**src/nlr_pkg.sv**
```systemverilog
/*
  Constants, commands and state type for the NAND LUN status and page read logic.
  Assumes one LUN per instance, x8 bus, and an array that streams a page in bytes.
*/
package nlr_pkg;

  // ----------------------------------------------------------------
  // Commands
  // ----------------------------------------------------------------
  localparam logic [7:0] CMD_READ_SETUP = 8'h00;
  localparam logic [7:0] CMD_READ_CONFIRM = 8'h30;
  localparam logic [7:0] CMD_CACHE_SEQ = 8'h31;
  localparam logic [7:0] CMD_CACHE_END = 8'h3F;
  localparam logic [7:0] CMD_STATUS = 8'h70;
  localparam logic [7:0] CMD_STATUS_ADDR = 8'h78;

  // ----------------------------------------------------------------
  // Geometry and address layout
  // ----------------------------------------------------------------
  localparam int PAGE_BYTES = 16;
  localparam int PAGE_IDX_W = 4;
  localparam int COL_W = 16;
  localparam int ROW_W = 24;
  localparam int ADDR_BUF_W = 40;
  localparam int ROW_POS = 16;
  localparam int LUN_LSB = 20;
  localparam int LUN_W = 2;
  localparam logic [2:0] ADDR_CNT_READ = 3'h5;
  localparam logic [2:0] ADDR_CNT_STATUS = 3'h3;
  localparam logic [COL_W-1:0] COL_START = 16'h0000;
  localparam logic [ROW_W-1:0] ROW_STEP = 24'h000001;
  localparam logic [PAGE_IDX_W-1:0] IDX_STEP = 4'h1;
  localparam logic [7:0] PAST_END_BYTE = 8'hFF;

  // ----------------------------------------------------------------
  // Status byte layout
  // ----------------------------------------------------------------
  localparam int STAT_WP = 7;
  localparam int STAT_RDY = 6;
  localparam int STAT_ARR_IDLE = 5;
  localparam int STAT_MAKER = 4;
  localparam int STAT_CMD = 3;
  localparam int STAT_RSV = 2;
  localparam int STAT_PRIOR_ERR = 1;
  localparam int STAT_LAST_ERR = 0;
  localparam logic STAT_RSV_VAL = 1'b0;
  localparam logic STAT_CMD_VAL = 1'b0;
  localparam logic STAT_PRIOR_ERR_VAL = 1'b0;
  localparam logic STAT_LAST_ERR_VAL = 1'b0;

  // ----------------------------------------------------------------
  // Pin synchroniser order and idle levels
  // ----------------------------------------------------------------
  localparam int PIN_W = 14;
  localparam logic [PIN_W-1:0] PIN_IDLE = 14'h3C00;

  typedef enum logic [1:0] {
    ST_IDLE = 2'b00,
    ST_FETCH = 2'b01,
    ST_COPY = 2'b11,
    ST_WAIT = 2'b10
  } nlr_state_type;

  function automatic logic [LUN_W-1:0] lun_of(input logic [ROW_W-1:0] row);
    lun_of = row[LUN_LSB +: LUN_W];
  endfunction

endpackage

```
**src/nlr_pin_sync.sv**
```systemverilog
/*
  Three-stage synchroniser for bus pins; a change is taken once stages two and three agree.
  Assumes asynchronous pins and a synchronous active-high reset.
*/
`timescale 1ns/1ps
module nlr_pin_sync #(
  parameter int W = 1,
  parameter logic [W-1:0] IDLE = '0
) (
  input wire logic i_clk,
  input wire logic i_reset,
  input wire logic [W-1:0] i_pin,
  output logic [W-1:0] o_level
);
  logic [W-1:0] s1_q;
  logic [W-1:0] s2_q;
  logic [W-1:0] s3_q;
  logic [W-1:0] level_q;

  always_ff @(posedge i_clk) begin
    if (i_reset) begin
      s1_q <= IDLE;
      s2_q <= IDLE;
      s3_q <= IDLE;
    end else begin
      s1_q <= i_pin;
      s2_q <= s1_q;
      s3_q <= s2_q;
    end
  end

  always_ff @(posedge i_clk) begin
    if (i_reset) begin
      level_q <= IDLE;
    end else begin
      for (int k = 0; k < W; k++) begin
        if (s2_q[k] == s3_q[k]) begin
          level_q[k] <= s3_q[k];
        end
      end
    end
  end

  assign o_level = level_q;
endmodule

```
**src/nlr_addr_collect.sv**
```systemverilog
/*
  Collects address cycles, least significant byte first, and counts them.
  Assumes one strobe per address byte from the same clock domain.
*/
`timescale 1ns/1ps
module nlr_addr_collect (
  input wire logic i_clk,
  input wire logic i_reset,
  input wire logic i_clear,
  input wire logic i_valid,
  input wire logic [7:0] i_byte,
  output logic [2:0] o_count,
  output logic [nlr_pkg::ADDR_BUF_W-1:0] o_bytes
);
  logic [2:0] count_q;
  logic [nlr_pkg::ADDR_BUF_W-1:0] bytes_q;

  always_ff @(posedge i_clk) begin
    if (i_reset || i_clear) begin
      count_q <= 3'h0;
      bytes_q <= '0;
    end else if (i_valid) begin
      if (count_q != nlr_pkg::ADDR_CNT_READ) begin
        count_q <= count_q + 3'h1;
      end
      bytes_q <= {i_byte, bytes_q[nlr_pkg::ADDR_BUF_W-1:8]};
    end
  end

  assign o_count = count_q;
  assign o_bytes = bytes_q;
endmodule

```
**src/nlr_lun.sv**
```systemverilog
/*
  One NAND LUN: status byte, addressed status selection, page read, cached read pipeline.
  Assumes host bus pins are asynchronous and the array streams page bytes on i_clk.
*/
`timescale 1ns/1ps
module nlr_lun #(
  parameter logic [nlr_pkg::LUN_W-1:0] THIS_LUN = 2'h0,
  parameter logic MAKER_FLAG = 1'b0
) (
  input wire logic i_clk,
  input wire logic i_reset,
  input wire logic i_ce_n,
  input wire logic i_cle,
  input wire logic i_ale,
  input wire logic i_we_n,
  input wire logic i_read_enable_strobe_n,
  input wire logic i_wp_n,
  input wire logic [7:0] i_dq,
  output logic [7:0] o_dq,
  output logic o_dq_oe,
  output logic o_ready_busy_out,
  output logic o_ready_busy_oe,
  output logic o_array_fetch,
  output logic [nlr_pkg::ROW_W-1:0] o_array_row,
  input wire logic i_array_valid,
  input wire logic [7:0] i_array_data,
  input wire logic i_array_last
);
  // ----------------------------------------------------------------
  // Pin capture
  // ----------------------------------------------------------------
  logic [nlr_pkg::PIN_W-1:0] pins;
  logic ce_n_s, cle_s, ale_s, we_n_s, rd_n_s, wp_n_s;
  logic [7:0] dq_s;
  logic we_n_p_q, rd_n_p_q;
  logic we_rise, rd_fall;
  logic cmd_ev, addr_ev;

  nlr_pin_sync #(
    .W(nlr_pkg::PIN_W),
    .IDLE(nlr_pkg::PIN_IDLE)
  ) u_sync (
    .i_clk(i_clk),
    .i_reset(i_reset),
    .i_pin({i_ce_n, i_we_n, i_read_enable_strobe_n, i_wp_n, i_cle, i_ale, i_dq}),
    .o_level(pins)
  );

  assign {ce_n_s, we_n_s, rd_n_s, wp_n_s, cle_s, ale_s, dq_s} = pins;

  always_ff @(posedge i_clk) begin
    if (i_reset) begin
      we_n_p_q <= 1'b1;
      rd_n_p_q <= 1'b1;
    end else begin
      we_n_p_q <= we_n_s;
      rd_n_p_q <= rd_n_s;
    end
  end

  assign we_rise = we_n_s && !we_n_p_q && !ce_n_s;
  assign rd_fall = !rd_n_s && rd_n_p_q && !ce_n_s;
  assign cmd_ev = we_rise && cle_s && !ale_s;
  assign addr_ev = we_rise && ale_s && !cle_s;

  // ----------------------------------------------------------------
  // Address cycles
  // ----------------------------------------------------------------
  logic [2:0] addr_cnt;
  logic [nlr_pkg::ADDR_BUF_W-1:0] addr_bytes;
  logic [nlr_pkg::ROW_W-1:0] addr_row;
  logic [nlr_pkg::COL_W-1:0] addr_col;

  nlr_addr_collect u_addr (
    .i_clk(i_clk),
    .i_reset(i_reset),
    .i_clear(cmd_ev),
    .i_valid(addr_ev),
    .i_byte(dq_s),
    .o_count(addr_cnt),
    .o_bytes(addr_bytes)
  );

  assign addr_row = addr_bytes[nlr_pkg::ROW_POS +: nlr_pkg::ROW_W];
  assign addr_col = addr_bytes[nlr_pkg::COL_W-1:0];

  // ----------------------------------------------------------------
  // Command decode
  // ----------------------------------------------------------------
  nlr_pkg::nlr_state_type st_q;
  logic [7:0] cmd_q;
  logic sel_done_q;
  logic selected_q;
  logic sel_ev, lun_hit;
  logic rdy, fetching_q, arr_idle;
  logic read_go, cache_go, cache_end_go;
  logic cache_armed_q;

  assign rdy = (st_q == nlr_pkg::ST_IDLE);
  assign arr_idle = rdy && !fetching_q;
  assign lun_hit = (nlr_pkg::lun_of(addr_row) == THIS_LUN);
  assign sel_ev = (cmd_q == nlr_pkg::CMD_STATUS_ADDR) && (addr_cnt == nlr_pkg::ADDR_CNT_STATUS) && !sel_done_q;
  assign read_go = cmd_ev && (dq_s == nlr_pkg::CMD_READ_CONFIRM) && rdy
                   && (addr_cnt == nlr_pkg::ADDR_CNT_READ) && lun_hit;
  assign cache_go = cmd_ev && (dq_s == nlr_pkg::CMD_CACHE_SEQ) && rdy && selected_q && cache_armed_q;
  assign cache_end_go = cmd_ev && (dq_s == nlr_pkg::CMD_CACHE_END) && rdy && selected_q && cache_armed_q;

  always_ff @(posedge i_clk) begin
    if (i_reset) begin
      cmd_q <= 8'h00;
      sel_done_q <= 1'b0;
    end else if (cmd_ev) begin
      cmd_q <= dq_s;
      sel_done_q <= 1'b0;
    end else if (sel_ev) begin
      sel_done_q <= 1'b1;
    end
  end

  // Addressed status picks the answering LUN
  always_ff @(posedge i_clk) begin
    if (i_reset) begin
      selected_q <= 1'b1;
    end else if (sel_ev) begin
      selected_q <= lun_hit;
    end else if (cmd_ev && (dq_s == nlr_pkg::CMD_READ_CONFIRM) && (addr_cnt == nlr_pkg::ADDR_CNT_READ)) begin
      selected_q <= lun_hit;
    end
  end

  // ----------------------------------------------------------------
  // Output mode
  // ----------------------------------------------------------------
  logic out_status_q, out_data_q;

  always_ff @(posedge i_clk) begin
    if (i_reset) begin
      out_status_q <= 1'b0;
      out_data_q <= 1'b0;
    end else if (cmd_ev) begin
      out_status_q <= (dq_s == nlr_pkg::CMD_STATUS) || (dq_s == nlr_pkg::CMD_STATUS_ADDR);
      out_data_q <= (dq_s == nlr_pkg::CMD_READ_SETUP) || read_go || cache_go || cache_end_go;
    end
  end

  // ----------------------------------------------------------------
  // Sequencer
  // ----------------------------------------------------------------
  logic [nlr_pkg::ROW_W-1:0] row_q;
  logic launch_after_q;
  logic copy_now;

  assign copy_now = (st_q == nlr_pkg::ST_COPY);

  always_ff @(posedge i_clk) begin
    if (i_reset) begin
      st_q <= nlr_pkg::ST_IDLE;
      launch_after_q <= 1'b0;
    end else begin
      case (st_q)
        nlr_pkg::ST_IDLE: begin
          if (read_go) begin
            st_q <= nlr_pkg::ST_FETCH;
            launch_after_q <= 1'b0;
          end else if (cache_go || cache_end_go) begin
            st_q <= nlr_pkg::ST_WAIT;
            launch_after_q <= cache_go;
          end
        end
        nlr_pkg::ST_FETCH: begin
          if (!fetching_q) begin
            st_q <= nlr_pkg::ST_COPY;
          end
        end
        nlr_pkg::ST_WAIT: begin
          if (!fetching_q) begin
            st_q <= nlr_pkg::ST_COPY;
          end
        end
        nlr_pkg::ST_COPY: begin
          st_q <= nlr_pkg::ST_IDLE;
        end
        default: begin
          st_q <= nlr_pkg::ST_IDLE;
        end
      endcase
    end
  end

  // Cache commands allowed only after a page read or cache read
  always_ff @(posedge i_clk) begin
    if (i_reset) begin
      cache_armed_q <= 1'b0;
    end else if (read_go || cache_go) begin
      cache_armed_q <= 1'b1;
    end else if (cache_end_go) begin
      cache_armed_q <= 1'b0;
    end
  end

  // Row of the next fetch: given address or next sequential page
  always_ff @(posedge i_clk) begin
    if (i_reset) begin
      row_q <= '0;
    end else if (read_go) begin
      row_q <= addr_row;
    end else if (cache_go) begin
      if (addr_cnt == nlr_pkg::ADDR_CNT_READ) begin
        row_q <= addr_row;
      end else begin
        row_q <= row_q + nlr_pkg::ROW_STEP;
      end
    end
  end

  // ----------------------------------------------------------------
  // Array fetch into the cache buffer
  // ----------------------------------------------------------------
  logic [7:0] cache_mem [nlr_pkg::PAGE_BYTES];
  logic [7:0] page_mem [nlr_pkg::PAGE_BYTES];
  logic [nlr_pkg::PAGE_IDX_W-1:0] fill_idx_q;
  logic launch;

  assign launch = (st_q == nlr_pkg::ST_IDLE) ? read_go : (copy_now && launch_after_q);

  always_ff @(posedge i_clk) begin
    if (i_reset) begin
      o_array_fetch <= 1'b0;
      o_array_row <= '0;
    end else begin
      o_array_fetch <= launch;
      if (launch) begin
        o_array_row <= read_go ? addr_row : row_q;
      end
    end
  end

  always_ff @(posedge i_clk) begin
    if (i_reset) begin
      fetching_q <= 1'b0;
      fill_idx_q <= '0;
    end else if (launch) begin
      fetching_q <= 1'b1;
      fill_idx_q <= '0;
    end else if (fetching_q && i_array_valid) begin
      fill_idx_q <= fill_idx_q + nlr_pkg::IDX_STEP;
      if (i_array_last) begin
        fetching_q <= 1'b0;
      end
    end
  end

  always_ff @(posedge i_clk) begin
    if (fetching_q && i_array_valid) begin
      cache_mem[fill_idx_q] <= i_array_data;
    end
  end

  // Copy latest fetched page into the page register
  always_ff @(posedge i_clk) begin
    if (copy_now) begin
      page_mem <= cache_mem;
    end
  end

  // ----------------------------------------------------------------
  // Column pointer and data out
  // ----------------------------------------------------------------
  logic [nlr_pkg::COL_W-1:0] col_q;
  logic [7:0] status_byte;
  logic [7:0] page_byte;

  always_ff @(posedge i_clk) begin
    if (i_reset) begin
      col_q <= nlr_pkg::COL_START;
    end else if (read_go) begin
      col_q <= addr_col;
    end else if (cache_go || cache_end_go) begin
      col_q <= nlr_pkg::COL_START;
    end else if (rd_fall && out_data_q && !out_status_q && rdy) begin
      col_q <= col_q + 16'h0001;
    end
  end

  always_comb begin
    status_byte = 8'h00;
    status_byte[nlr_pkg::STAT_WP] = wp_n_s;
    status_byte[nlr_pkg::STAT_RDY] = rdy;
    status_byte[nlr_pkg::STAT_ARR_IDLE] = arr_idle;
    status_byte[nlr_pkg::STAT_MAKER] = MAKER_FLAG;
    status_byte[nlr_pkg::STAT_CMD] = nlr_pkg::STAT_CMD_VAL;
    status_byte[nlr_pkg::STAT_RSV] = nlr_pkg::STAT_RSV_VAL;
    status_byte[nlr_pkg::STAT_PRIOR_ERR] = nlr_pkg::STAT_PRIOR_ERR_VAL;
    status_byte[nlr_pkg::STAT_LAST_ERR] = nlr_pkg::STAT_LAST_ERR_VAL;
  end

  assign page_byte = (col_q < nlr_pkg::COL_W'(nlr_pkg::PAGE_BYTES))
                     ? page_mem[col_q[nlr_pkg::PAGE_IDX_W-1:0]] : nlr_pkg::PAST_END_BYTE;

  always_ff @(posedge i_clk) begin
    if (i_reset) begin
      o_dq <= 8'h00;
    end else if (rd_fall) begin
      o_dq <= (out_status_q || !rdy) ? status_byte : page_byte;
    end
  end

  always_ff @(posedge i_clk) begin
    if (i_reset) begin
      o_dq_oe <= 1'b0;
    end else begin
      o_dq_oe <= !ce_n_s && !rd_n_s && !cle_s && !ale_s && selected_q
                 && (out_status_q || out_data_q) && !sel_ev;
    end
  end

  // ----------------------------------------------------------------
  // Ready/busy pin, open drain
  // ----------------------------------------------------------------
  always_ff @(posedge i_clk) begin
    if (i_reset) begin
      o_ready_busy_out <= 1'b0;
      o_ready_busy_oe <= 1'b0;
    end else begin
      o_ready_busy_out <= 1'b0;
      o_ready_busy_oe <= !rdy;
    end
  end
endmodule

```
**config.mk**
```make
export PLATFORM = sky130hd
export DESIGN_NAME = nlr_lun
export DESIGN_NICKNAME = d
export VERILOG_FILES = /design/src/nlr_pkg.sv /design/src/nlr_pin_sync.sv /design/src/nlr_addr_collect.sv /design/src/nlr_lun.sv
export SDC_FILE = /design/constraint.sdc
export NUM_CORES = 1
export LEC_CHECK = 0
export BUFFER_PORTS_ARGS = -buffer_cell sky130_fd_sc_hd__clkbuf_2
export CAP_MARGIN = 20
export CORE_MARGIN = 1.5
export CORE_UTILIZATION = 55
export CTS_CLUSTER_DIAMETER = 30
export DETAILED_ROUTE_END_ITERATION = 16
export PLACE_DENSITY_LB_ADDON = 0.08
export SLEW_MARGIN = 0
export SYNTH_ARGS = -nofsm -noshare
export SYNTH_HDL_FRONTEND = slang
export SYNTH_SLANG_ARGS = --single-unit
```
**constraint.sdc**
```tcl
create_clock -name i_clk -period 13.1 [get_ports i_clk]
set_input_delay 1.31 -clock i_clk [delete_from_list [all_inputs] [get_ports i_clk]]
set_output_delay 1.31 -clock i_clk [all_outputs]
set_load 0.1 [all_outputs]
```
== Word-level counts from Yosys, hierarchy flattened ==
Cells that the tools add are included.
W data, S select, Z words.

* Add/subtract/negate cells: 4
* Multipliers: 0
* Divide/modulo/power cells: 0
* Order comparisons: 4
* Eq/ne operators: 28
* Shift-type cells: 0
* Mux-type cells: 29
* Bitwise logic cells: 2
* Reduce and logical (&&, ||, !) cells: 72

{| class="wikitable"
|+ Operators with widths
! cell !! count
|-
| $bwmux W128 || 1
|-
| $mux W24 || 4
|-
| $mux W16 || 3
|-
| $mux W8 || 5
|-
| $logic_and A1 B1 Y1 || 36
|-
| $bmux W8 S4 || 1
|-
| $demux W8 S4 || 1
|-
| $add A24 B1 Y24 const B || 1
|-
| $eq A8 B6 Y1 const B || 3
|-
| $eq A8 B7 Y1 const B || 3
|-
| $add A16 B1 Y16 const B || 1
|-
| $lt A16 B5 Y1 const B || 1
|-
| $eq A1 B1 Y1 || 14
|-
| $reduce_bool A2 Y1 || 6
|-
| $ge A5 B5 Y1 const B || 2
|-
| $logic_not A1 Y1 || 10
|-
| $mux W1 || 10
|-
| $not A4 Y5 || 2
|-
| $logic_or A1 B1 Y1 || 9
|-
| $logic_not A8 Y1 || 1
|-
| $reduce_and A2 Y1 || 4
|-
| $mux W2 || 3
|-
| $pmux W2 S3 || 1
|-
| $reduce_or A2 Y1 || 3
|-
| other kinds (12) || 14
|}

* Flip-flop bits (word level): 453
* Latch bits: 0
* RAM bits: 0
* Bits in read-only memories: 0
* Input bits: 26
* Output and inout port bits: 36
* Word-level logic and storage cells: 209
* Memories: 0

== Depth between registers and ports, before layout ==
Gate-level depths: netlist (run 1).

* Depth in word-level cells: 13
* Mapped depth: 11
* Depth with buffers taken out: 7

== Cells and area by module ==
Synthesis (run 1) repeated with hierarchy kept, for this count alone.

* Cell total of the unflattened synthesis: 1251
* Area total of the unflattened synthesis: 17312.9 um2

{| class="wikitable"
|+ Modules (own cells, without submodules)
! module !! times used !! cells each !! area each (um2)
|-
| nlr_lun || 1 || 958 || 14036.0
|-
| nlr_addr_collect || 1 || 147 || 1641.6
|-
| nlr_pin_sync || 1 || 146 || 1635.3
|}

== Worst setup path after synthesis (run 1) ==
Ideal clock, no wire load.

* Path kind: reg2reg
* Start point: reg st_q[0]
* End point: reg o_array_row[17] (netlist bit)
* Data arrival time: 4.879 ns
* Path slack: 8.136 ns
* Stages on the path, launching flop included: 8
* Path buffers: 3
* Cells stage by stage: dfxtp_1 -> ha_1 -> and3_1 -> clkbuf_1 -> buf_2 -> buf_1 -> mux2i_1 -> a211oi_1

* Word-level cells in the longest chain between the ends: 5
* Elaborated cells between the ends (all ways): 8
* Classes of those cells: 1 x eq/ne; 2 x mux; 5 x reduce/logical

{| class="wikitable"
|+ Ends and longest elaborated chain
! item !! line !! source
|-
| from (decl) || nlr_lun.sv:90 || <nowiki>nlr_pkg::nlr_state_type st_q;</nowiki>
|-
| from (signal assigned) || nlr_lun.sv:157 || <nowiki>st_q <= nlr_pkg::ST_IDLE;</nowiki>
|-
| from (signal assigned) || nlr_lun.sv:163 || <nowiki>st_q <= nlr_pkg::ST_FETCH;</nowiki>
|-
| from (signal assigned) || nlr_lun.sv:166 || <nowiki>st_q <= nlr_pkg::ST_WAIT;</nowiki>
|-
| $logic_not A2 Y1 || nlr_lun.sv:99, nlr_lun.sv:224 ||
|-
| $logic_and A1 B1 Y1 || nlr_lun.sv:103 || <nowiki>assign read_go = cmd_ev && (dq_s == nlr_pkg::CMD_READ_CONFIRM) && rdy</nowiki>
|-
| $logic_and A1 B1 Y1 (2 in series) || nlr_lun.sv:104 || <nowiki>&& (addr_cnt == nlr_pkg::ADDR_CNT_READ) && lun_hit;</nowiki>
|-
| $mux W24 / $mux W1 (equally long branches) || nlr_lun.sv:233, nlr_lun.sv:224 ||
|-
| to (signal assigned) || nlr_lun.sv:233 || <nowiki>o_array_row <= read_go ? addr_row : row_q;</nowiki>
|-
| to (decl) || nlr_lun.sv:24 || <nowiki>output logic [nlr_pkg::ROW_W-1:0] o_array_row,</nowiki>
|}

Several ways; a longest one is shown, not always the timed one.
A chain may end at the register's enable or synchronous reset.

== Worst setup path in the final report (run 1) ==
* Start point: reg st_q[1]
* End point: reg col_q[9] (netlist bit)

* Word-level cells in the longest chain between the ends: 7
* Elaborated cells between the ends (all ways): 15
* Classes of those cells: 2 x mux; 13 x reduce/logical

{| class="wikitable"
|+ Ends and longest elaborated chain
! item !! line !! source
|-
| $logic_not A2 Y1 * || nlr_lun.sv:99 || <nowiki>assign rdy = (st_q == nlr_pkg::ST_IDLE);</nowiki>
|-
| $logic_and A1 B1 Y1 (on tied branches) (3 in series) || nlr_lun.sv:105, nlr_lun.sv:106 ||
|-
| $logic_or A1 B1 Y1 || nlr_lun.sv:278 || <nowiki>end else if (cache_go || cache_end_go) begin</nowiki>
|-
| $mux W16 || nlr_lun.sv:278 ||
|-
| $mux W16 || nlr_lun.sv:276 || <nowiki>end else if (read_go) begin</nowiki>
|-
| to (signal assigned) || nlr_lun.sv:275 || <nowiki>col_q <= nlr_pkg::COL_START;</nowiki>
|-
| to (signal assigned) || nlr_lun.sv:277 || <nowiki>col_q <= addr_col;</nowiki>
|-
| to (signal assigned) || nlr_lun.sv:279 || <nowiki>col_q <= nlr_pkg::COL_START;</nowiki>
|-
| to (decl) || nlr_lun.sv:269 || <nowiki>logic [nlr_pkg::COL_W-1:0] col_q;</nowiki>
|}

Mark *: on every way between the ends. The rest lies on a longest branch, timed or not.

==> summary.txt, run 1 <==
Route
  – Post-Route WL: between 30 and 40 mm
  – Uppermost routed layer: met4
  – # DRC: 0
  – ANT nets after route: 0
  – Drt pass-1 iters: 5
  – Met2 wire length: around 18 mm
  – Met3 Wirelength: 1.609 mm
  – DRT iter0 DRCs: ~790
  – Vias per Instance: 5.753
  – Drt wl/cell: 19.53 microns
  – Met1 WL: 15.75 mm
  – Vias: 10790

Global route
  – Largest net degree at the start of global routing: 97
  – GRT Total Usage: 0.2291
  – Vias in the first global route: 10610
  – Total congestion overflow: 0
  – Initial antenna violation count: 0
  – First-pass GRT wire length: 58.10 mm

Synthesis
  – Cells after Synth: approximately 1300
  – Post-synth ARST share: 0
  – Commonest cells in the netlist: edfxtp_1 (256), dfxtp_1 (197), nand2_1 (172), a21oi_1 (101), nor2_1 (80)
  – Top-area cell type share of the netlist area: 0.4487
  – Top cells by area, synth: edfxtp_1 (45%), dfxtp_1 (23%), mux4_2 (5.1%), nand2_1 (3.8%), a21oi_1 (3.0%)
  – Sequential area share after synthesis: 0.6789
  – Synth warn: 0
  – Syn Nets: 1370
  – FF+latch count, synth: 453
  – Most frequent cell after synthesis: edfxtp_1
  – Mapped Area: 17130 sq um
  – Cell variety after synth: 70
  – Syn avg cell area: 12.86 sq um
  – Ys flop type: edfxtp_1
  – Yosys top cell by area: edfxtp_1
  – Number of synthesized flops with an enable pin: 256

Flow run
  – Number of max-cap violations: 0

STA
  – Slew @ Worst Pin: about 1.1 ns
  – Slew HR: 0.2949
  – Fmax achieved: 0.3113 GHz
  – RSZ-0062 raised after global routing: false
  – Crit path time final: ~3.2 ns
  – Hold Vio Cnt, Final: 0
  – Fin. max-slew vios: 0
  – Final Skew: 0.02253 ns
  – Final Setup Violations: 0
  – Final Worst Setup Slack: 9.888 ns
  – Final setup TNS: 0 ns
  – Final period utilization: 0.2452

Power and ir drop
  – Flop pwr share: 0.409
  – Pwr Density: 178.2 nW/um^2
  – Clock network fraction of total power: 0.584
  – Comb pwr share: 0.007
  – Power Internal: 2.936 mW
  – P_sw: 0.7445 mW
  – Net switching fraction of the power: 0.2023
  – Worst vdd ir: 161.6 uV
  – Leak: 6.993 nW

Floorplanning
  – Core area: 30590 sq um
  – Die area: 32220 sq um
  – Io pins: 62
  – Die W: 179.5 microns
  – Site Rows: 64
  – Die H: approximately 180 microns
  – Starting Density: 0.5600

Place
  – Inst Count DP: 1717
  – Pre-CTS WS: 9.738 ns
  – Final GP Congestion: 0.8207
  – Area after DPL: around 18000 sq um
  – Port Buf Inserts: 60
  – HPWL Detailed: 22.26 mm

Worst setup path
  – Crit path launch type: flip-flop
  – Crit path max-delay cell type: a21oi_4
  – Kind of critical path: flip-flop to flip-flop
  – Critical Path RT: 13.56 ns
  – Worst-path cell chain: inv_1 > ha_1 > nand4_1 > or3_1 > a21oi_4 > buf_4 > o22ai_1 > a221oi_1
  – CP Depth: 8
  – Critical path endpoint category: flip-flop
  – Crit path max-delay family: compound AO/OA/AOI/OAI gates
  – Worst reg-to-reg path cell count: 8
  – WP data arrival: 3.67 ns
  – CP peak stage delay: 0.64 ns
  – CP bufs+invs: 2
  – Largest fanout on the critical path: 27

Clock tree
  – Skew-Pair Late Insertion Delay: 0.59 ns
  – CTS Sinks: roughly 450
  – CTS clk-pin slew, worst paths: approximately 0.06 ns
  – TritonCTS Buffers: 85
  – Clock Tree Buf Depth: 3
  – H-tree depth: 3
  – Clock Root Buffer: clkbuf_16
  – Postcts setup bufs: 0
  – CTS tree: built
  – Cts hold-fix bufs: 0
  – Post_cts resized: 0

Layout
  – Finished Cell Area: 20660 sq um
  – Non-filler instance count after layout: 1876
  – Nets: 1448
  – Area Overhead vs Synth: 20.57%
  – Layout cells sized above 1: 0.1932
  – Diodes inserted: 0

Worst hold path
  – Hold Crit Class: flip-flop to flip-flop
  – Hold Path Cell Cnt: 0

Run status
  – Outcome: completed
-- per-stage QoR --
| step | util | total power, mW | hold slack (ns) |
|---|---|---|---|
| 2_1_floorplan | - | 1.545 | 0.3895 |
| 3_3_place_gp | 0.5785 | 1.557 | 0.3946 |
| 3_5_place_dp | 0.5794 | 1.558 | 0.3929 |
| 4_1_cts | 0.6737 | 3.706 | 0.4044 |
| 5_1_grt | 0.6753 | 3.781 | 0.4122 |
| 6_report | 0.6753 | 3.681 | 0.3975 |
-- logic make-up after synthesis --
group	share of synthesized area
flops	0.6789
simple gates	0.1248
compound gates	0.08859
buf+inv	0.02417
mux	0.06887
fa+ha+maj	0.008764
xor+xnor	0.005624
other cells	0.0002189
-- layout by cell type, fill, tap and decap left out, types with 9 or more instances in the layout --
cell type	synthesis	final
a211oi_1	41	41
a21oi_1	101	101
and4_1	10	10
buf_4	3	13
bufinv_16	0	9
clkbuf_1	61	11
clkbuf_16	0	86
clkbuf_2	0	59
clkinv_4	0	10
clkinvlp_4	0	9
dfxtp_1	197	196
edfxtp_1	256	256
ha_1	12	11
inv_1	16	16
mux2i_1	29	29
mux4_2	39	39
nand2_1	172	172
nand3_1	37	37
nand4_1	12	12
nor2_1	80	80
nor2b_1	30	30
nor3_1	25	23
nor4_1	22	22
o21ai_0	39	39
or2_2	16	17
-- power groups by stage --
| stage | Clock (mW) | Sequential (mW) | Combinational, mW |
|---|---|---|---|
| after floorplan | 0 | 1.53 | 0.0144 |
| after global placement | 0 | 1.53 | 0.0264 |
| after detailed placement | 0 | 1.53 | 0.0270 |
| after CTS | 2.18 | 1.50 | 0.0270 |
| after global routing | 2.25 | 1.50 | 0.0295 |
| final | 2.15 | 1.50 | 0.0267 |
-- final cells by class --
cell class | instances | area (sq um)
clock inverters | 53 | 595.6
inverters | 16 | 60.06
multi-input cells | 779 | 5115
repair buffers | 75 | 467.9
fillers | 2199 | 9933
well taps | 396 | 495.5
clock buffers | 104 | 2290
flip-flops and latches | 453 | 11630
-- state kept, by name, indices dropped and copies added (netlist names), 2 cells and up --
signal	count
row_q	24
u_sync.s3_q	14
u_sync.s2_q	14
u_sync.s1_q	14
u_addr.o_bytes	40
o_dq	8
u_sync.o_level	14
cmd_q	8
cache_mem	128
u_addr.o_count	3
page_mem	128
fill_idx_q	4
col_q	16
st_q	2
o_array_row	24
-- final timing paths --
path / slack [ns] / startpoint / end
max reg2reg: 9.89 / st_q[1] / col_q[9]
min reg2reg: 0.40 / cache_mem[76] / page_mem[76]
min: 0.40 / cache_mem[76] / page_mem[76]
max: 9.89 / st_q[1] / col_q[9]
-- metal layers --
| metal | global-route usage | up-vias |
|---|---|---|
| li1 | - | 5113 |
| met1 | 0.2948 | 5310 |
| met2 | 0.3843 | 281 |
| met3 | 0.04295 | 89 |
| met4 | 0.09300 | 0 |
| met5 | 0 | - |
Note: power is estimated with default switching activity, not from simulation.
==> run 2: changes to the inputs <==
==> constraint.sdc (replaced) <==
create_clock -name i_clk -period 3.36 [get_ports i_clk]
set_input_delay 0.336 -clock i_clk [delete_from_list [all_inputs] [get_ports i_clk]]
set_output_delay 0.336 -clock i_clk [all_outputs]
set_load 0.1 [all_outputs]
==> run 2 against run 1 <==
  * Total power grew to 3.8 times the previous value
  * Sequential share of layout area is 0.44 points lower
  * Die area unchanged
  * Clock power rose to 3.7 times the previous value
  * First-iteration DRC count up 2.3%
  * Routed wire length fell by 1.1%
  * Utilization increased by 0.53 points
  * Critical path depth down 2
  * Non-clock buffer count is 38 higher
  * Clock-buffer cell count fell by 10
==> summary.txt, run 2 (synthesis gave the netlist of run 1 again) <==
Run status
  – Outcome: completed

STA
  – Min Hold Slack: 0.06889 ns
  – RSZ-0062 raised after global routing: false
  – Fin. max-slew vios: 0
  – Final Worst Setup Slack: 0.5936 ns
  – Final period utilization: 0.8233
  – Slew @ Worst Pin: 0.8540 ns
  – Fmax achieved: 0.3615 GHz
  – Final Setup Violations: 0
  – Slew HR: 0.4306
  – Final Skew: 0.02888 ns
  – Crit path time final: 2.766 ns
  – Final setup TNS: 0 ns
  – Hold Vio Cnt, Final: 0

Floorplanning
  – Die area: 32220 sq um
  – Core area: just over 30000 sq um
  – Io pins: between 60 and 70
  – Die W: 179.5 microns
  – Die H: roughly 180 microns
  – Starting Density: 0.5600
  – Site Rows: 64

Layout
  – FF/Latch Area: 11630 sq um
  – Non-filler instance count after layout: 1908
  – Most common cell after layout, fill and taps aside: edfxtp_1
  – Nets: 1482
  – Most frequent cells in the layout: edfxtp_1 (256), dfxtp_1 (196), nand2_1 (172), a21oi_1 (101), clkbuf_16 (81)
  – FILL cells: 2175
  – Area taken by multi-input logic gates: 5105 sq um
  – Diodes inserted: 0
  – Finished Cell Area: approximately 21000 sq um
  – Area Overhead vs Synth: 21.52%
  – Layout cells sized above 1: 0.1997

Clock tree
  – Post_cts resized: 0
  – H-tree depth: 3
  – Clock Root Buffer: clkbuf_16
  – CTS Sinks: approximately 450
  – Postcts setup bufs: 0
  – Cts hold-fix bufs: 14
  – CTS clk-pin slew, worst paths: about 0.050 ns
  – Clock Tree Buf Depth: 3
  – CTS tree: built
  – Skew-Pair Late Insertion Delay: 0.60 ns
  – TritonCTS Buffers: 81

Worst setup path
  – Crit path max-delay cell type: or4_4
  – R2R Path End: o_array_row[22]
  – Worst reg-to-reg path cell count: 6
  – Worst r2r src: u_sync.o_level[13]
  – CP peak stage delay: roughly 0.64 ns
  – Critical Path RT: 3.78 ns
  – Kind of critical path: flip-flop to flip-flop
  – Critical path endpoint category: flip-flop
  – Crit path launch type: flip-flop
  – Largest fanout on the critical path: 34
  – R2R Setup Slk: 0.59 ns
  – Crit. Startpoint: u_sync.o_level[13]
  – Worst-path cell chain: or3b_1 > or4_4 > or2_2 > buf_4 > nor2_1 > a211oi_1
  – WP data arrival: 3.18 ns

Global route
  – Initial antenna violation count: 0
  – Vias in the first global route: 10740
  – GRT Total Usage: 0.2285
  – First-pass GRT wire length: 58.30 mm
  – Largest net degree at the start of global routing: 129
  – Total congestion overflow: 0

Power and ir drop
  – Leak: 7.084 nW
  – Worst vdd ir: 529.0 uV
  – Net switching fraction of the power: 0.2124
  – P_sw: just under 3 mW
  – Flop pwr share: 0.420
  – Clock network fraction of total power: 0.572
  – Power Internal: 11.00 mW
  – Comb pwr share: 0.008
  – Pwr Density: 671.1 nW/um^2

Route
  – ANT nets after route: 0
  – Vias: about 11000
  – Met1 WL: 15.26 mm
  – # DRC: 0
  – Drt pass-1 iters: 6
  – Drt wl/cell: approximately 19 microns
  – Post-Route WL: 36.25 mm
  – Met2 wire length: 18.00 mm
  – DRT iter0 DRCs: 809
  – Vias per Instance: ~5.7
  – Uppermost routed layer: met4
  – Met3 Wirelength: 1.961 mm

Place
  – HPWL Detailed: 21.71 mm
  – Inst Count DP: 1743
  – Pre-CTS WS: between 0.6 and 0.7 ns
  – Port Buf Inserts: 60
  – Area after DPL: ~18000 sq um
  – Final GP Congestion: 0.8527

Flow run
  – Number of max-cap violations: 0

Worst hold path
  – Hold-critical path endpoint: fetching_q
  – Hold Startpoint: i_array_last
  – Hold Crit Class: input port to flip-flop
  – Hold Path Cell Cnt: 3
run 2: changes by cell type in the layout (fill, tap and decap cells not counted), sizes merged:
cell	delta
clkinv	+7
clkbuf	-10
inv	-2
buf	+24
clkinvlp	+1
dlygate4sd3	+14
bufinv	-2
run 2: power by group through the flow:
stage                     clock, mW  sequential [mW]  combinational, mW
after floorplan                   0             5.97             0.0562
after global placement            0             5.97              0.101
after detailed placement          0             5.97              0.103
after CTS                      8.12             5.86              0.117
after global routing           8.42             5.86              0.128
final                          7.99             5.86              0.116
run 2: metal layers:
layer,up-vias,GRT usage
met2,315,0.3755
met3,77,0.05166
met4,0,0.09100
li1,5177,-
met5,-,0
met1,5347,0.2957
run 2: how the worst max path moves through the flow:
stage,cells after the start,slack (ns),endpoint
4_1_cts,6,0.62,o_array_row[22]
3_3_place_gp,6,0.69,o_array_row[15]
6_report,6,0.59,o_array_row[22]
2_1_floorplan,7,0.53,o_array_row[17]
3_5_place_dp,6,0.64,o_array_row[11]
5_1_grt,6,0.49,o_array_row[22]
run 2: stage by stage:
step	util	total power, mW
after detailed placement	0.5856	6.073
after global routing	0.6805	14.40
after CTS	0.6805	14.10
final	0.6805	13.97
after global placement	0.5856	6.070
after floorplan	-	6.023
run 2: cell type report:
cell class                 count  share of cell area
sequential                   453              0.5588
clock buffer                  94              0.1007
multi-input combinational    779              0.2452
timing repair buffer         113             0.03654
inverter                      16            0.002885
tap                          396             0.02380
clock inverter                57             0.03210
run 2: critical path: cells and delay by family (launching register included):
| family | cells | cell delay (ns) |
|---|---|---|
| flip-flops | 1 | 0.34 |
| AO/OA/AOI/OAI | 1 | 0.06 |
| buffers and inverters | 1 | 0.33 |
| AND/OR/NAND/NOR | 4 | 1.81 |
==> run 3: changes to the inputs <==
==> constraint.sdc (replaced) <==
create_clock -name i_clk -period 2.3 [get_ports i_clk]
set_input_delay 0.23 -clock i_clk [delete_from_list [all_inputs] [get_ports i_clk]]
set_output_delay 0.23 -clock i_clk [all_outputs]
set_load 0.1 [all_outputs]
==> run 3 against run 2 <==
  * Sequential share of layout area fell by 1.6 points
  * Worst setup slack got worse by 0.48 ns
  * Critical path depth fell by 1
  * Clock-buffer cell count rose by 1
  * Cell count rose by 2.4%
  * Critical endpoint is now o_dq[7]
  * Largest power group unchanged
==> summary.txt, run 3 (synthesis gave the netlist of run 1 again) <==
STA
  – Final period utilization: 0.9502
  – Crit path time final: 2.186 ns
  – Final Skew: 0.02350 ns
  – Final Worst Setup Slack: 0.1144 ns
  – Slew HR: 0.4865
  – Min Hold Slack: around 0.024 ns
  – RSZ-0062 raised after global routing: false
  – Fin. max-slew vios: 0
  – Hold Vio Cnt, Final: 0
  – Final Setup Violations: 0
  – Slew @ Worst Pin: slightly below 0.8 ns
  – Fmax achieved: 0.4575 GHz

Floorplanning
  – Core area: ~30000 sq um
  – Starting Density: 0.5600
  – Die W: between 150 and 200 microns
  – Die area: 32220 sq um
  – Site Rows: 64
  – Die H: 179.5 microns
  – Io pins: 62

Route
  – Drt wl/cell: 19.84 microns
  – DRT iter0 DRCs: 1072
  – # DRC: 0
  – Vias: 11060
  – Drt pass-1 iters: 5
  – Vias per Instance: 5.661
  – ANT nets after route: 0
  – Post-Route WL: 38.76 mm

Power and ir drop
  – Power Internal: 16.82 mW
  – Leak: 7.418 nW
  – Net switching fraction of the power: 0.2067
  – Worst vdd ir: 729.1 uV
  – Clock network fraction of total power: 0.588
  – Flop pwr share: 0.404
  – Comb pwr share: 0.008
  – P_sw: approximately 4.4 mW
  – Pwr Density: 989.1 nW/um^2
  – Pwr Total: 21.20 mW

Worst setup path
  – Worst-path cell chain: buf_12 > mux4_2 > mux4_2 > a2111oi_0 > nor4_1
  – Critical path's most frequent cell: mux4_2
  – Critical Path RT: 2.75 ns
  – WP data arrival: about 2.6 ns
  – Kind of critical path: flip-flop to flip-flop
  – Largest fanout on the critical path: 5
  – CP peak stage delay: 0.53 ns
  – Crit path launch type: flip-flop
  – Crit path max-delay cell type: mux4_2
  – Critical path endpoint category: flip-flop

Layout
  – Diodes inserted: 0
  – Most common cell after layout, fill and taps aside: edfxtp_1
  – Layout cells sized above 1: 0.2330
  – Area Overhead vs Synth: 25.11%
  – Most frequent cells in the layout: edfxtp_1 (256), dfxtp_1 (194), nand2_1 (172), a21oi_1 (101), clkbuf_16 (86)
  – Nets: 1525

Clock tree
  – Clock Tree Buf Depth: 3
  – CTS tree: built
  – CTS Sinks: 453
  – H-tree depth: 3
  – CTS clk-pin slew, worst paths: 0.06 ns
  – Clock Root Buffer: clkbuf_16
  – Skew-Pair Late Insertion Delay: slightly below 0.6 ns
  – TritonCTS Buffers: 83
  – Postcts setup bufs: 0

Global route
  – Vias in the first global route: between 10000 and 15000
  – Initial antenna violation count: 0
  – First-pass GRT wire length: 61.11 mm
  – GRT Total Usage: 0.2432
  – Total congestion overflow: 0
  – Largest net degree at the start of global routing: 129

Run status
  – Outcome: completed

Place
  – Final GP Congestion: 0.8656
  – HPWL Detailed: around 23 mm
  – Pre-CTS WS: -0.01663 ns
  – Port Buf Inserts: 60

Worst hold path
  – Hold Crit Class: input port to flip-flop

Flow run
  – Number of max-cap violations: 0
==> run 3: cell count changes in the layout (fill, tap and decap cells not counted), moves of 2 or more <==
cell / previous run / this run
clkbuf_16: 81 / 86
clkinv_4: 9 / 5
clkinv_16: 4 / 0
inv_6: 3 / 16
buf_12: 2 / 11
buf_4: 38 / 70
bufinv_16: 7 / 11
inv_16: 2 / 0
clkbuf_1: 11 / 8
clkinv_8: 1 / 3
dfxtp_1: 196 / 194
dfxtp_2: 1 / 3
clkinv_1: 8 / 4
==> run 3: worst paths after layout <==
| path | end | cells past startpoint | slack [ns] | from |
|---|---|---|---|---|
| hold / removal | fetching_q | 3 | 0.02 | i_array_last |
| setup reg to reg | o_dq[7] | 5 | 0.11 | col_q[0] |
| hold reg to reg | page_mem[72] | 0 | 0.41 | cache_mem[72] |
| setup / recovery | o_dq[7] | 5 | 0.11 | col_q[0] |
==> run 3: critical path, delay by kind of cell, from the launching register on <==
kind / cells / cell delay [ns]
mux: 2 / 1.05
flops: 1 / 0.40
compound gates: 1 / 0.39
buf+inv: 1 / 0.14
simple gates: 1 / 0.08
==> run 3: cell type report <==
cell class,count,area (sq um)
sequential,453,11630
clock buffer,95,2196
multi-input combinational,779,5146
timing repair buffer,154,1181
clock inverter,61,719.4
tap,396,495.5
fill,2175,9156
inverter,16,60.06
==> run 3: power groups by stage <==
stage / clock network (mW) / logic [mW] / registers (mW)
floorplan: 0 / 0.0821 / 8.72
global placement: 0 / 0.157 / 8.72
detailed placement: 0 / 0.160 / 8.72
CTS: 12.6 / 0.180 / 8.56
global route: 13.0 / 0.195 / 8.56
finish: 12.5 / 0.179 / 8.56
==> run 3: per-stage QoR <==
| step | TNS [ns] | instance area, sq um | cells | util |
|---|---|---|---|---|
| after global routing | 0 | 21430 | 1954 | 0.7007 |
| after CTS | 0 | 21400 | 1954 | 0.6995 |
| after detailed placement | -0.02182 | 18340 | 1784 | 0.5994 |
| after global placement | 0 | 18340 | 1784 | 0.5994 |
| final | 0 | 21430 | 1954 | 0.7007 |
| after floorplan | -0.8807 | 17180 | 1332 | - |
==> run 3: what timing repair did <==
| item | CTS | global route |
|---|---|---|
| pin swaps | 0 | 1 |
| endpoints found under the hold margin | 14 | 0 |
| hold buffers | 14 | 0 |
| gates cloned | 0 | 0 |
| setup endpoints to repair | 15 | 9 |
| gates resized for setup | 2 | 8 |
==> run 3: layer usage <==
layer	wire length, microns	vias up	global-route usage	share of wire
met5	0	-	0	0
met4	1159	0	0.1010	0.030
met3	1773	81	0.04052	0.046
li1	-	5281	-	-
met2	19730	315	0.4183	0.51
met1	16100	5384	0.3062	0.42
